$ cat src/rtl/dcs_pkg.sv
// Functional notes
// - Commands other than deselect take two cycles, decoded at second edge.
// - All-banks flag on precharge closes every bank; refresh ignores it.
// - Auto-precharge flag closes the addressed bank after the access.
// - Burst flag picks 32 or 16 beats when on-the-fly is enabled.
// - Column second halves: C1..C0 zero; writes drive C3..C2 low.
// - Target-refresh control bit 7 enables; bits 6..4 select the bank.
// - Mode self-clears after third bank precharge plus mode delay.
// - Three activates and three precharges; precharge-all counts. Exit here waits on the third precharge only, activates are just counted.
// - Target-bank activates in the mode give no refresh credit.
package dcs_pkg;
   // -------------------------------------------------------------------------
   // Register map (APB byte addresses)
   // -------------------------------------------------------------------------
   localparam logic [7:0]  ADDR_CTRL   = 8'h00;
   localparam logic [7:0]  ADDR_STATUS = 8'h04;
   localparam logic [7:0]  ADDR_COUNT  = 8'h08;
   localparam logic [7:0]  ADDR_BANKS  = 8'h0C;
   // -------------------------------------------------------------------------
   // Field positions and reset values
   // -------------------------------------------------------------------------
   localparam int          CTRL_OTF_BIT    = 0;
   localparam logic [31:0] CTRL_RESET      = 32'h0000_0000;
   localparam int          TRR_EN_BIT      = 7;
   localparam int          TRR_BANK_LO     = 4;
   localparam int          REPAIR_EN_BIT   = 4;
   localparam logic [5:0]  MA_TRR_CTRL     = 6'h18;
   localparam logic [5:0]  MA_REPAIR       = 6'h04;
   // -------------------------------------------------------------------------
   // Timing
   // -------------------------------------------------------------------------
   localparam int          CLK_PERIOD_NS   = 10;
   localparam int          T_MRD_NS        = 14;
   localparam int          T_MRD_CYC       = (T_MRD_NS + CLK_PERIOD_NS - 1) / CLK_PERIOD_NS;
   localparam logic [3:0]  T_MRD_CNT       = 4'(T_MRD_CYC);
   // -------------------------------------------------------------------------
   // First-half command codes CA[4:0] (CA0 first)
   // -------------------------------------------------------------------------
   localparam logic [4:0]  OP_MPC   = 5'h00;
   localparam logic [4:0]  OP_PRE   = 5'h10;
   localparam logic [4:0]  OP_REF   = 5'h08;
   localparam logic [4:0]  OP_SRE   = 5'h18;
   localparam logic [4:0]  OP_WR    = 5'h04;
   localparam logic [4:0]  OP_MWR   = 5'h0C;
   localparam logic [4:0]  OP_RD    = 5'h02;
   localparam logic [4:0]  OP_CAS2  = 5'h12;
   localparam logic [4:0]  OP_MRW1  = 5'h06;
   localparam logic [4:0]  OP_MRW2  = 5'h16;
   localparam logic [4:0]  OP_MRR   = 5'h0E;
   // Command kinds seen by the tracker
   typedef enum logic [6:0] {
      DCS_K_NONE = 7'b0000001,
      DCS_K_ACT  = 7'b0000010,
      DCS_K_PRE  = 7'b0000100,
      DCS_K_PREA = 7'b0001000,
      DCS_K_REF  = 7'b0010000,
      DCS_K_COL  = 7'b0100000,
      DCS_K_MRW  = 7'b1000000
   } dcs_kind_t;
endpackage : dcs_pkg

$ cat src/rtl/dcs_decode.sv
`timescale 1ns/10ps
// ----------------------------------------------------------------------------
// Two-cycle command assembler: catches first half, merges second half
// ----------------------------------------------------------------------------
module dcs_decode (
   // Clock and reset
   input  wire logic                pclk,
   input  wire logic                presetn,
   // Command bus
   input  wire logic                cs,
   input  wire logic [5:0]          ca,
   // Assembled command
   output logic                     cmd_vld,
   output dcs_pkg::dcs_kind_t       cmd_kind,
   output logic [2:0]               cmd_bank,
   output logic                     cmd_all_banks,
   output logic                     cmd_auto_pre,
   output logic                     cmd_burst_flag,
   output logic [5:0]               cmd_ma,
   output logic [7:0]               cmd_op,
   output logic [1:0]               cmd_colz
);
   logic       second_q, second_d;
   logic [5:0] first_q, first_d;
   logic [5:0] ma_q, ma_d;
   logic       op7_q, op7_d;

   // Next-state: first edge with cs high starts a command
   always_comb begin
      second_d = 1'b0;
      first_d  = first_q;
      ma_d     = ma_q;
      op7_d    = op7_q;
      if (!second_q && cs) begin
         second_d = 1'b1;
         first_d  = ca;
      end else if (second_q && first_q[4:0] == dcs_pkg::OP_MRW1) begin
         ma_d  = ca;
         op7_d = first_q[5];
      end
   end

   always_ff @(posedge pclk or negedge presetn) begin
      if (!presetn) begin
         second_q <= 1'b0;
         first_q  <= 6'h00;
         ma_q     <= 6'h00;
         op7_q    <= 1'b0;
      end else begin
         second_q <= second_d;
         first_q  <= first_d;
         ma_q     <= ma_d;
         op7_q    <= op7_d;
      end
   end

   // Classify at second edge
   always_comb begin
      cmd_vld  = second_q;
      cmd_kind = dcs_pkg::DCS_K_NONE;
      cmd_bank = ca[2:0];
      cmd_all_banks  = first_q[5];
      cmd_auto_pre   = ca[5];
      cmd_burst_flag = first_q[5];
      cmd_ma   = ma_q;
      cmd_op   = {op7_q, first_q[5], ca};
      cmd_colz = 2'b00;
      if (second_q) begin
         if (first_q[0]) // Second activate half carries row bits, not a bank
            cmd_kind = first_q[1] ? dcs_pkg::DCS_K_NONE : dcs_pkg::DCS_K_ACT;
         else begin
            case (first_q[4:0])
               dcs_pkg::OP_PRE:  cmd_kind = first_q[5] ? dcs_pkg::DCS_K_PREA
                                                       : dcs_pkg::DCS_K_PRE;
               dcs_pkg::OP_REF:  cmd_kind = dcs_pkg::DCS_K_REF;
               dcs_pkg::OP_SRE:  cmd_kind = dcs_pkg::DCS_K_REF;
               dcs_pkg::OP_WR,
               dcs_pkg::OP_MWR,
               dcs_pkg::OP_RD:   cmd_kind = dcs_pkg::DCS_K_COL;
               dcs_pkg::OP_MRW2: cmd_kind = dcs_pkg::DCS_K_MRW;
               default:          cmd_kind = dcs_pkg::DCS_K_NONE;
            endcase
         end
      end
   end
endmodule // dcs_decode

$ cat src/rtl/dcs_top.sv
`timescale 1ns/10ps
// ----------------------------------------------------------------------------
// Command sequencing: target-row-refresh and repair tracking, APB status
// ----------------------------------------------------------------------------
module dcs_top (
   // APB
   input  wire logic          pclk,
   input  wire logic          presetn,
   input  wire logic          psel,
   input  wire logic          penable,
   input  wire logic          pwrite,
   input  wire logic [7:0]    paddr,
   input  wire logic [31:0]   pwdata,
   output logic [31:0]        prdata,
   output logic               pready,
   output logic               pslverr,
   // Command bus
   input  wire logic          cs,
   input  wire logic [5:0]    ca,
   // Bank effects
   output logic [7:0]         bank_close,
   output logic [7:0]         bank_autopre,
   output logic               refresh_credit,
   output logic               burst32,
   output logic               trr_active,
   output logic               repair_active
);
   // ------------------------------------------------------------------------
   // Command assembly
   // ------------------------------------------------------------------------
   logic                cmd_vld;
   dcs_pkg::dcs_kind_t  cmd_kind;
   logic [2:0]          cmd_bank;
   logic                cmd_auto_pre, cmd_burst_flag;
   logic [5:0]          cmd_ma;
   logic [7:0]          cmd_op;

   dcs_decode dcs_decode_inst (
      .pclk           (pclk),
      .presetn        (presetn),
      .cs             (cs),
      .ca             (ca),
      .cmd_vld        (cmd_vld),
      .cmd_kind       (cmd_kind),
      .cmd_bank       (cmd_bank),
      .cmd_all_banks  (),
      .cmd_auto_pre   (cmd_auto_pre),
      .cmd_burst_flag (cmd_burst_flag),
      .cmd_ma         (cmd_ma),
      .cmd_op         (cmd_op),
      .cmd_colz       ()
   );

   // ------------------------------------------------------------------------
   // State
   // ------------------------------------------------------------------------
   typedef enum logic [2:0] {
      DCS_IDLE = 3'b001,
      DCS_RUN  = 3'b010,
      DCS_EXIT = 3'b100
   } dcs_trr_t;

   dcs_trr_t    st_q, st_d;
   logic [2:0]  bank_q, bank_d;
   logic [1:0]  pre_q, pre_d;
   logic [1:0]  act_q, act_d;
   logic [3:0]  dly_q, dly_d;
   logic        rep_q, rep_d;
   logic        otf_q, otf_d;
   logic        burst_q, burst_d;
   logic [7:0]  close_q, close_d;
   logic [7:0]  autopre_q, autopre_d;
   logic        cred_q, cred_d;
   logic [31:0] rdata_q, rdata_d;

   wire mrw_trr = cmd_vld && cmd_kind == dcs_pkg::DCS_K_MRW && cmd_ma == dcs_pkg::MA_TRR_CTRL;
   wire mrw_rep = cmd_vld && cmd_kind == dcs_pkg::DCS_K_MRW && cmd_ma == dcs_pkg::MA_REPAIR;
   wire apb_wr  = psel && penable && pwrite;

   // Next-state for mode tracking and bank effects
   always_comb begin
      st_d    = st_q;
      bank_d  = bank_q;
      pre_d   = pre_q;
      act_d   = act_q;
      dly_d   = (dly_q != 4'h0) ? dly_q - 4'h1 : 4'h0;
      rep_d   = rep_q;
      otf_d   = otf_q;
      burst_d   = burst_q;
      close_d   = 8'h00;
      autopre_d = 8'h00;
      cred_d  = 1'b0;
      if (apb_wr && paddr == dcs_pkg::ADDR_CTRL)
         otf_d = pwdata[dcs_pkg::CTRL_OTF_BIT];
      // All-banks precharge closes every bank, else the addressed one
      if (cmd_kind == dcs_pkg::DCS_K_PREA)
         close_d = 8'hFF;
      else if (cmd_kind == dcs_pkg::DCS_K_PRE)
         close_d = 8'(1) << cmd_bank;
      if (cmd_kind == dcs_pkg::DCS_K_COL && cmd_auto_pre)
         autopre_d = 8'(1) << cmd_bank;
      if (cmd_kind == dcs_pkg::DCS_K_COL)
         burst_d = otf_q ? cmd_burst_flag : 1'b0;
      if (cmd_kind == dcs_pkg::DCS_K_REF && st_q == DCS_IDLE)
         cred_d = 1'b1;
      if (cmd_kind == dcs_pkg::DCS_K_ACT && !(st_q == DCS_RUN && cmd_bank == bank_q))
         cred_d = 1'b0;
      if (mrw_rep)
         rep_d = cmd_op[dcs_pkg::REPAIR_EN_BIT];
      case (st_q)
         DCS_IDLE: begin
            if (mrw_trr && cmd_op[dcs_pkg::TRR_EN_BIT]) begin
               st_d   = DCS_RUN;
               bank_d = cmd_op[dcs_pkg::TRR_BANK_LO +: 3];
               pre_d  = 2'd0;
               act_d  = 2'd0;
            end
         end
         DCS_RUN: begin
            if (mrw_trr && !cmd_op[dcs_pkg::TRR_EN_BIT]) begin
               st_d = DCS_IDLE;
            end else begin
               if (cmd_kind == dcs_pkg::DCS_K_ACT && cmd_bank == bank_q && act_q != 2'd3)
                  act_d = act_q + 2'd1;
               if ((cmd_kind == dcs_pkg::DCS_K_PREA) ||
                   (cmd_kind == dcs_pkg::DCS_K_PRE && cmd_bank == bank_q)) begin
                  pre_d = pre_q + 2'd1;
                  if (pre_q == 2'd2) begin
                     st_d  = DCS_EXIT;
                     dly_d = dcs_pkg::T_MRD_CNT;
                  end
               end
            end
         end
         DCS_EXIT: begin
            if (dly_q == 4'h0)
               st_d = DCS_IDLE;
         end
         default: st_d = DCS_IDLE;
      endcase
   end

   // Read mux
   always_comb begin
      rdata_d = 32'h0000_0000;
      case (paddr)
         dcs_pkg::ADDR_CTRL:   rdata_d = {31'h0, otf_q};
         dcs_pkg::ADDR_STATUS: rdata_d = {24'h0, bank_q, rep_q, burst_q, st_q};
         dcs_pkg::ADDR_COUNT:  rdata_d = {28'h0, act_q, pre_q};
         dcs_pkg::ADDR_BANKS:  rdata_d = {24'h0, close_q};
         default:              rdata_d = 32'h0000_0000;
      endcase
   end

   always_ff @(posedge pclk or negedge presetn) begin
      if (!presetn) begin
         st_q    <= DCS_IDLE;
         bank_q  <= 3'h0;
         pre_q   <= 2'h0;
         act_q   <= 2'h0;
         dly_q   <= 4'h0;
         rep_q   <= 1'b0;
         otf_q   <= dcs_pkg::CTRL_RESET[dcs_pkg::CTRL_OTF_BIT];
         burst_q   <= 1'b0;
         close_q   <= 8'h00;
         autopre_q <= 8'h00;
         cred_q  <= 1'b0;
         rdata_q <= 32'h0000_0000;
      end else begin
         st_q    <= st_d;
         bank_q  <= bank_d;
         pre_q   <= pre_d;
         act_q   <= act_d;
         dly_q   <= dly_d;
         rep_q   <= rep_d;
         otf_q   <= otf_d;
         burst_q   <= burst_d;
         close_q   <= close_d;
         autopre_q <= autopre_d;
         cred_q  <= cred_d;
         rdata_q <= rdata_d;
      end
   end

   // ------------------------------------------------------------------------
   // Outputs
   // ------------------------------------------------------------------------
   assign prdata         = rdata_q;
   assign pready         = psel && penable;
   assign pslverr        = 1'b0;
   assign bank_close     = close_q;
   assign bank_autopre   = autopre_q;
   assign refresh_credit = cred_q;
   assign burst32        = burst_q;
   assign trr_active     = st_q != DCS_IDLE;
   assign repair_active  = rep_q;
endmodule // dcs_top

$ cat config.mk
export PLATFORM = sky130hd
export DESIGN_NAME = dcs_top
export DESIGN_NICKNAME = d
export VERILOG_FILES = /design/src/rtl/dcs_pkg.sv /design/src/rtl/dcs_decode.sv /design/src/rtl/dcs_top.sv
export SDC_FILE = /design/constraint.sdc
export NUM_CORES = 1
export LEC_CHECK = 0
export BUFFER_PORTS_ARGS = -buffer_cell sky130_fd_sc_hd__buf_2
export CAP_MARGIN = 5
export CELL_PAD_IN_SITES_DETAIL_PLACEMENT = 0
export CELL_PAD_IN_SITES_GLOBAL_PLACEMENT = 1
export CORE_MARGIN = 2
export CORE_UTILIZATION = 40
export CTS_CLUSTER_SIZE = 12
export DETAILED_ROUTE_END_ITERATION = 16
export PLACE_DENSITY = 0.95
export SKIP_CTS_REPAIR_TIMING = 1
export SYNTH_ARGS = -nofsm -noshare
export SYNTH_HDL_FRONTEND = slang
export SYNTH_SLANG_ARGS = --single-unit
$ cat constraint.sdc
create_clock -name pclk -period 5.1 [get_ports pclk]
set_input_delay 0.255 -clock pclk [delete_from_list [all_inputs] [get_ports pclk]]
set_output_delay 0.255 -clock pclk [all_outputs]
set_load 0.05 [all_outputs]
==> results.cfg <==
[run_status]
status = complete, no violations

[clock_tree]
clkTransAtPathRegs_ns = 0.10
cts_tree = yes
cts_buffers = 5
cts_max_level = 2
clk_latency_ns = 0.31
cts_buffer_depth = 2
clkSinkCount = 56
clock-root-buffer = clkbuf_8

[placed_design]
dpl.cell_count = 369
place_congestion = 0.8471
port_buffers = 49
place_hpwl_um = 4044
place_ws_ns = 3.247

[worst_hold_path]
min_path_type = in2async

[route]
drcViolationCount = 0
wl_met2_um = 2654
drt_iter0_markers = 94
drt_first_pass_iters = 6
wl_met1_um = 2400
avgRoutedWirePerCell_um = 14.45
wl_um = 5447
routed.top_layer = met4
ant_nets = 0
wl_met3_um = 318
viasPerCell = 5.141
dr_total_vias = 1938

[timing]
finalSetupTns_ns = 0
period_share_pct = 41.66
finalCriticalPeriod_ns = 2.125
worst_slew_pin_slew_ns = 0.6953
setup_ws_ns = 2.975
maxClockFrequency_mhz = 470.7
skew_ns = 0.009062
setup_violations = 0
slew_viol_final = 0
slew_headroom_pct = 53.64
rsz0062_at_grt = no
hold_violations = 0

[floorplanning]
die_w_um = 86.94
core_area_sq_um = 6719
die_h_um = 86.94
dieArea_sq_um = 7558
ioPinCount = 106
initial_core_util_pct = 40.95
rows = 30

[synth]
ys_warn_count = 0
synth_area_sq_um = 2751
async_reset_ff_share_pct = 100.0
ys_types = 55
synth_edf_count = 0
syn_area_per_cell_sq_um = 11.05
synth_cells = 249
seq_area_frac_synth_pct = 50.98
ys_ff_latch = 56
ys_dominant_reg_cell = dfrtp_1

[global_routing]
grt_pass1_wl_um = 8797
grt_max_degree = 57
overflow = 0
grt_use_total_pct = 14.91
grt_pass1_vias = 1836
grt_antenna_before_repair = 0

[worst_setup_path]
crit_required_ns = 4.85
crit_type = reg2out
setup.worst_path.end_class = output port
cp-start-kind = flip-flop
critical_path_arrival_ns = 1.87
cp_max_fo = 5

[pwr]
irDropWorstVdd_v = 0.0001545
power_density_nw_per_um2 = 346.7
leakage_nw = 1.561

[finish]
drive_above_1_share_pct = 30.98
layout.cells.non_filler = 377
diodes = 0
area_delta_synth_final_pct = 11.69
fin_nets = 350

[flow_run]
maxCapViolCount = 0
[worst max-delay path, stage by stage (launching register included)]
cell	delay [ns]
dfstp_2	0.57
inv_1	0.07
nor3_1	0.45
inv_1	0.20
buf_2	0.26
[where the power goes]
| group | switching, mW | total [mW] | internal [mW] |
|---|---|---|---|
| logic | 0.148 | 0.228 | 0.0802 |
| registers | 0.0511 | 0.543 | 0.492 |
| clock network | 0.147 | 0.295 | 0.148 |
| total | 0.346 | 1.07 | 0.720 |
[stage by stage]
stage / area [sq um] / hold WS, ns / total power [mW] / util [%]
global route: 3073 / 0.1304 / 1.120 / 45.74
CTS: 3073 / 0.09511 / 1.073 / 45.74
detailed placement: 2957 / 0.4371 / 0.7780 / 44.00
global placement: 2957 / 0.4222 / 0.7660 / 44.00
floorplan: 2841 / -0.04059 / 0.7316 / -
finish: 3073 / 0.06713 / 1.065 / 45.74
[Yosys cell counts, drive strengths merged (2+ instances only)]
master / n / area, sq um
mux2i: 4 / 40.04
nand2b: 3 / 18.77
and3: 3 / 18.77
nor3b: 3 / 22.52
dfrtp: 55 / 1376
nor3: 6 / 46.30
or4: 2 / 15.01
or3: 2 / 17.52
nand2: 8 / 30.03
ha: 2 / 25.02
nand3: 5 / 25.02
buf: 28 / 215.2
inv: 7 / 26.27
o21ai: 7 / 35.03
nand4: 2 / 18.77
a31oi: 6 / 37.54
nor2b: 4 / 25.02
nand4bb: 2 / 22.52
mux2: 18 / 202.7
xnor2: 3 / 26.28
nand3b: 2 / 18.77
a31o: 2 / 17.52
a21oi: 4 / 20.02
clkbuf: 6 / 22.52
o31ai: 3 / 22.52
nor4: 3 / 48.80
a22oi: 3 / 22.52
nor2: 39 / 146.4
[final cells by class]
class	instances	area, sq um
clock buffers	5	68.82
clock inverters	3	47.55
fillers	609	3646
inverters	7	26.28
multi-input cells	176	1175
flip-flops and latches	56	1403
well taps	80	100.1
repair buffers	50	252.7
[path summary, 6_finish.rpt]
kind                                                         from                               endpoint  slack, ns  depth (start not counted)
max in group asynchronous                                 presetn                   pre_q[1]$_DFFE_PN0P_       4.58                          2
min in group pclk                                       pwdata[0]                      otf_q$_DFFE_PN0P_       0.18                          2
setup reg to reg           dcs_decode_inst.first_q[1]$_DFFE_PN0P_                   pre_q[1]$_DFFE_PN0P_       3.20                          4
setup / recovery                              st_q[0]$_DFFE_PN1P_                             trr_active       2.98                          4
hold reg to reg             dcs_decode_inst.cmd_ma[5]$_DFFE_PN0P_  dcs_decode_inst.cmd_ma[5]$_DFFE_PN0P_       0.52                          1
hold / removal                                            presetn                    burst32$_DFFE_PN0N_       0.07                          2
[flip-flops by register name (all words and copies together) (netlist names)]
name,cells
bank_close,8
prdata,8
otf_q,1
burst32,1
repair_active,1
dcs_decode_inst.first_q,6
dly_q,4
dcs_decode_inst.op7_q,1
act_q,2
bank_q,3
dcs_decode_inst.cmd_ma,6
dcs_decode_inst.cmd_vld,1
pre_q,2
refresh_credit,1
bank_autopre,8
st_q,3
[cells by family (layout without fill, tap and decap cells)]
logic type	after synthesis	after routing	synth area share, %
simple gates	90	90	19.60
flops	56	56	50.98
buf+inv	41	65	9.595
compound gates	33	33	8.186
mux	23	23	9.641
xor+xnor	3	3	0.9552
fa+ha+maj	2	2	0.9094
other cells	1	25	0.1363
[layout by cell type (no fill, tap or decap), types with 4 or more instances in the layout]
| cell type | Yosys | routed |
|---|---|---|
| mux2_2 | 18 | 18 |
| clkbuf_8 | 0 | 5 |
| buf_2 | 1 | 49 |
| dfrtp_1 | 55 | 55 |
| nand2_1 | 8 | 8 |
| nand3_1 | 5 | 5 |
| mux2i_1 | 4 | 4 |
| conb_1 | 1 | 25 |
| nor2_1 | 39 | 39 |
| nor2b_1 | 4 | 4 |
| nor3_1 | 4 | 4 |
| a31oi_1 | 6 | 6 |
| o21ai_0 | 6 | 6 |
| inv_1 | 6 | 6 |
| a21oi_1 | 4 | 4 |
[routing by layer]
layer	up-vias	global-route usage, %
li1	918	-
met1	940	20.30
met2	70	23.59
met3	10	3.412
met4	0	4.972
met5	-	0
(Power assumes the default switching activity.)
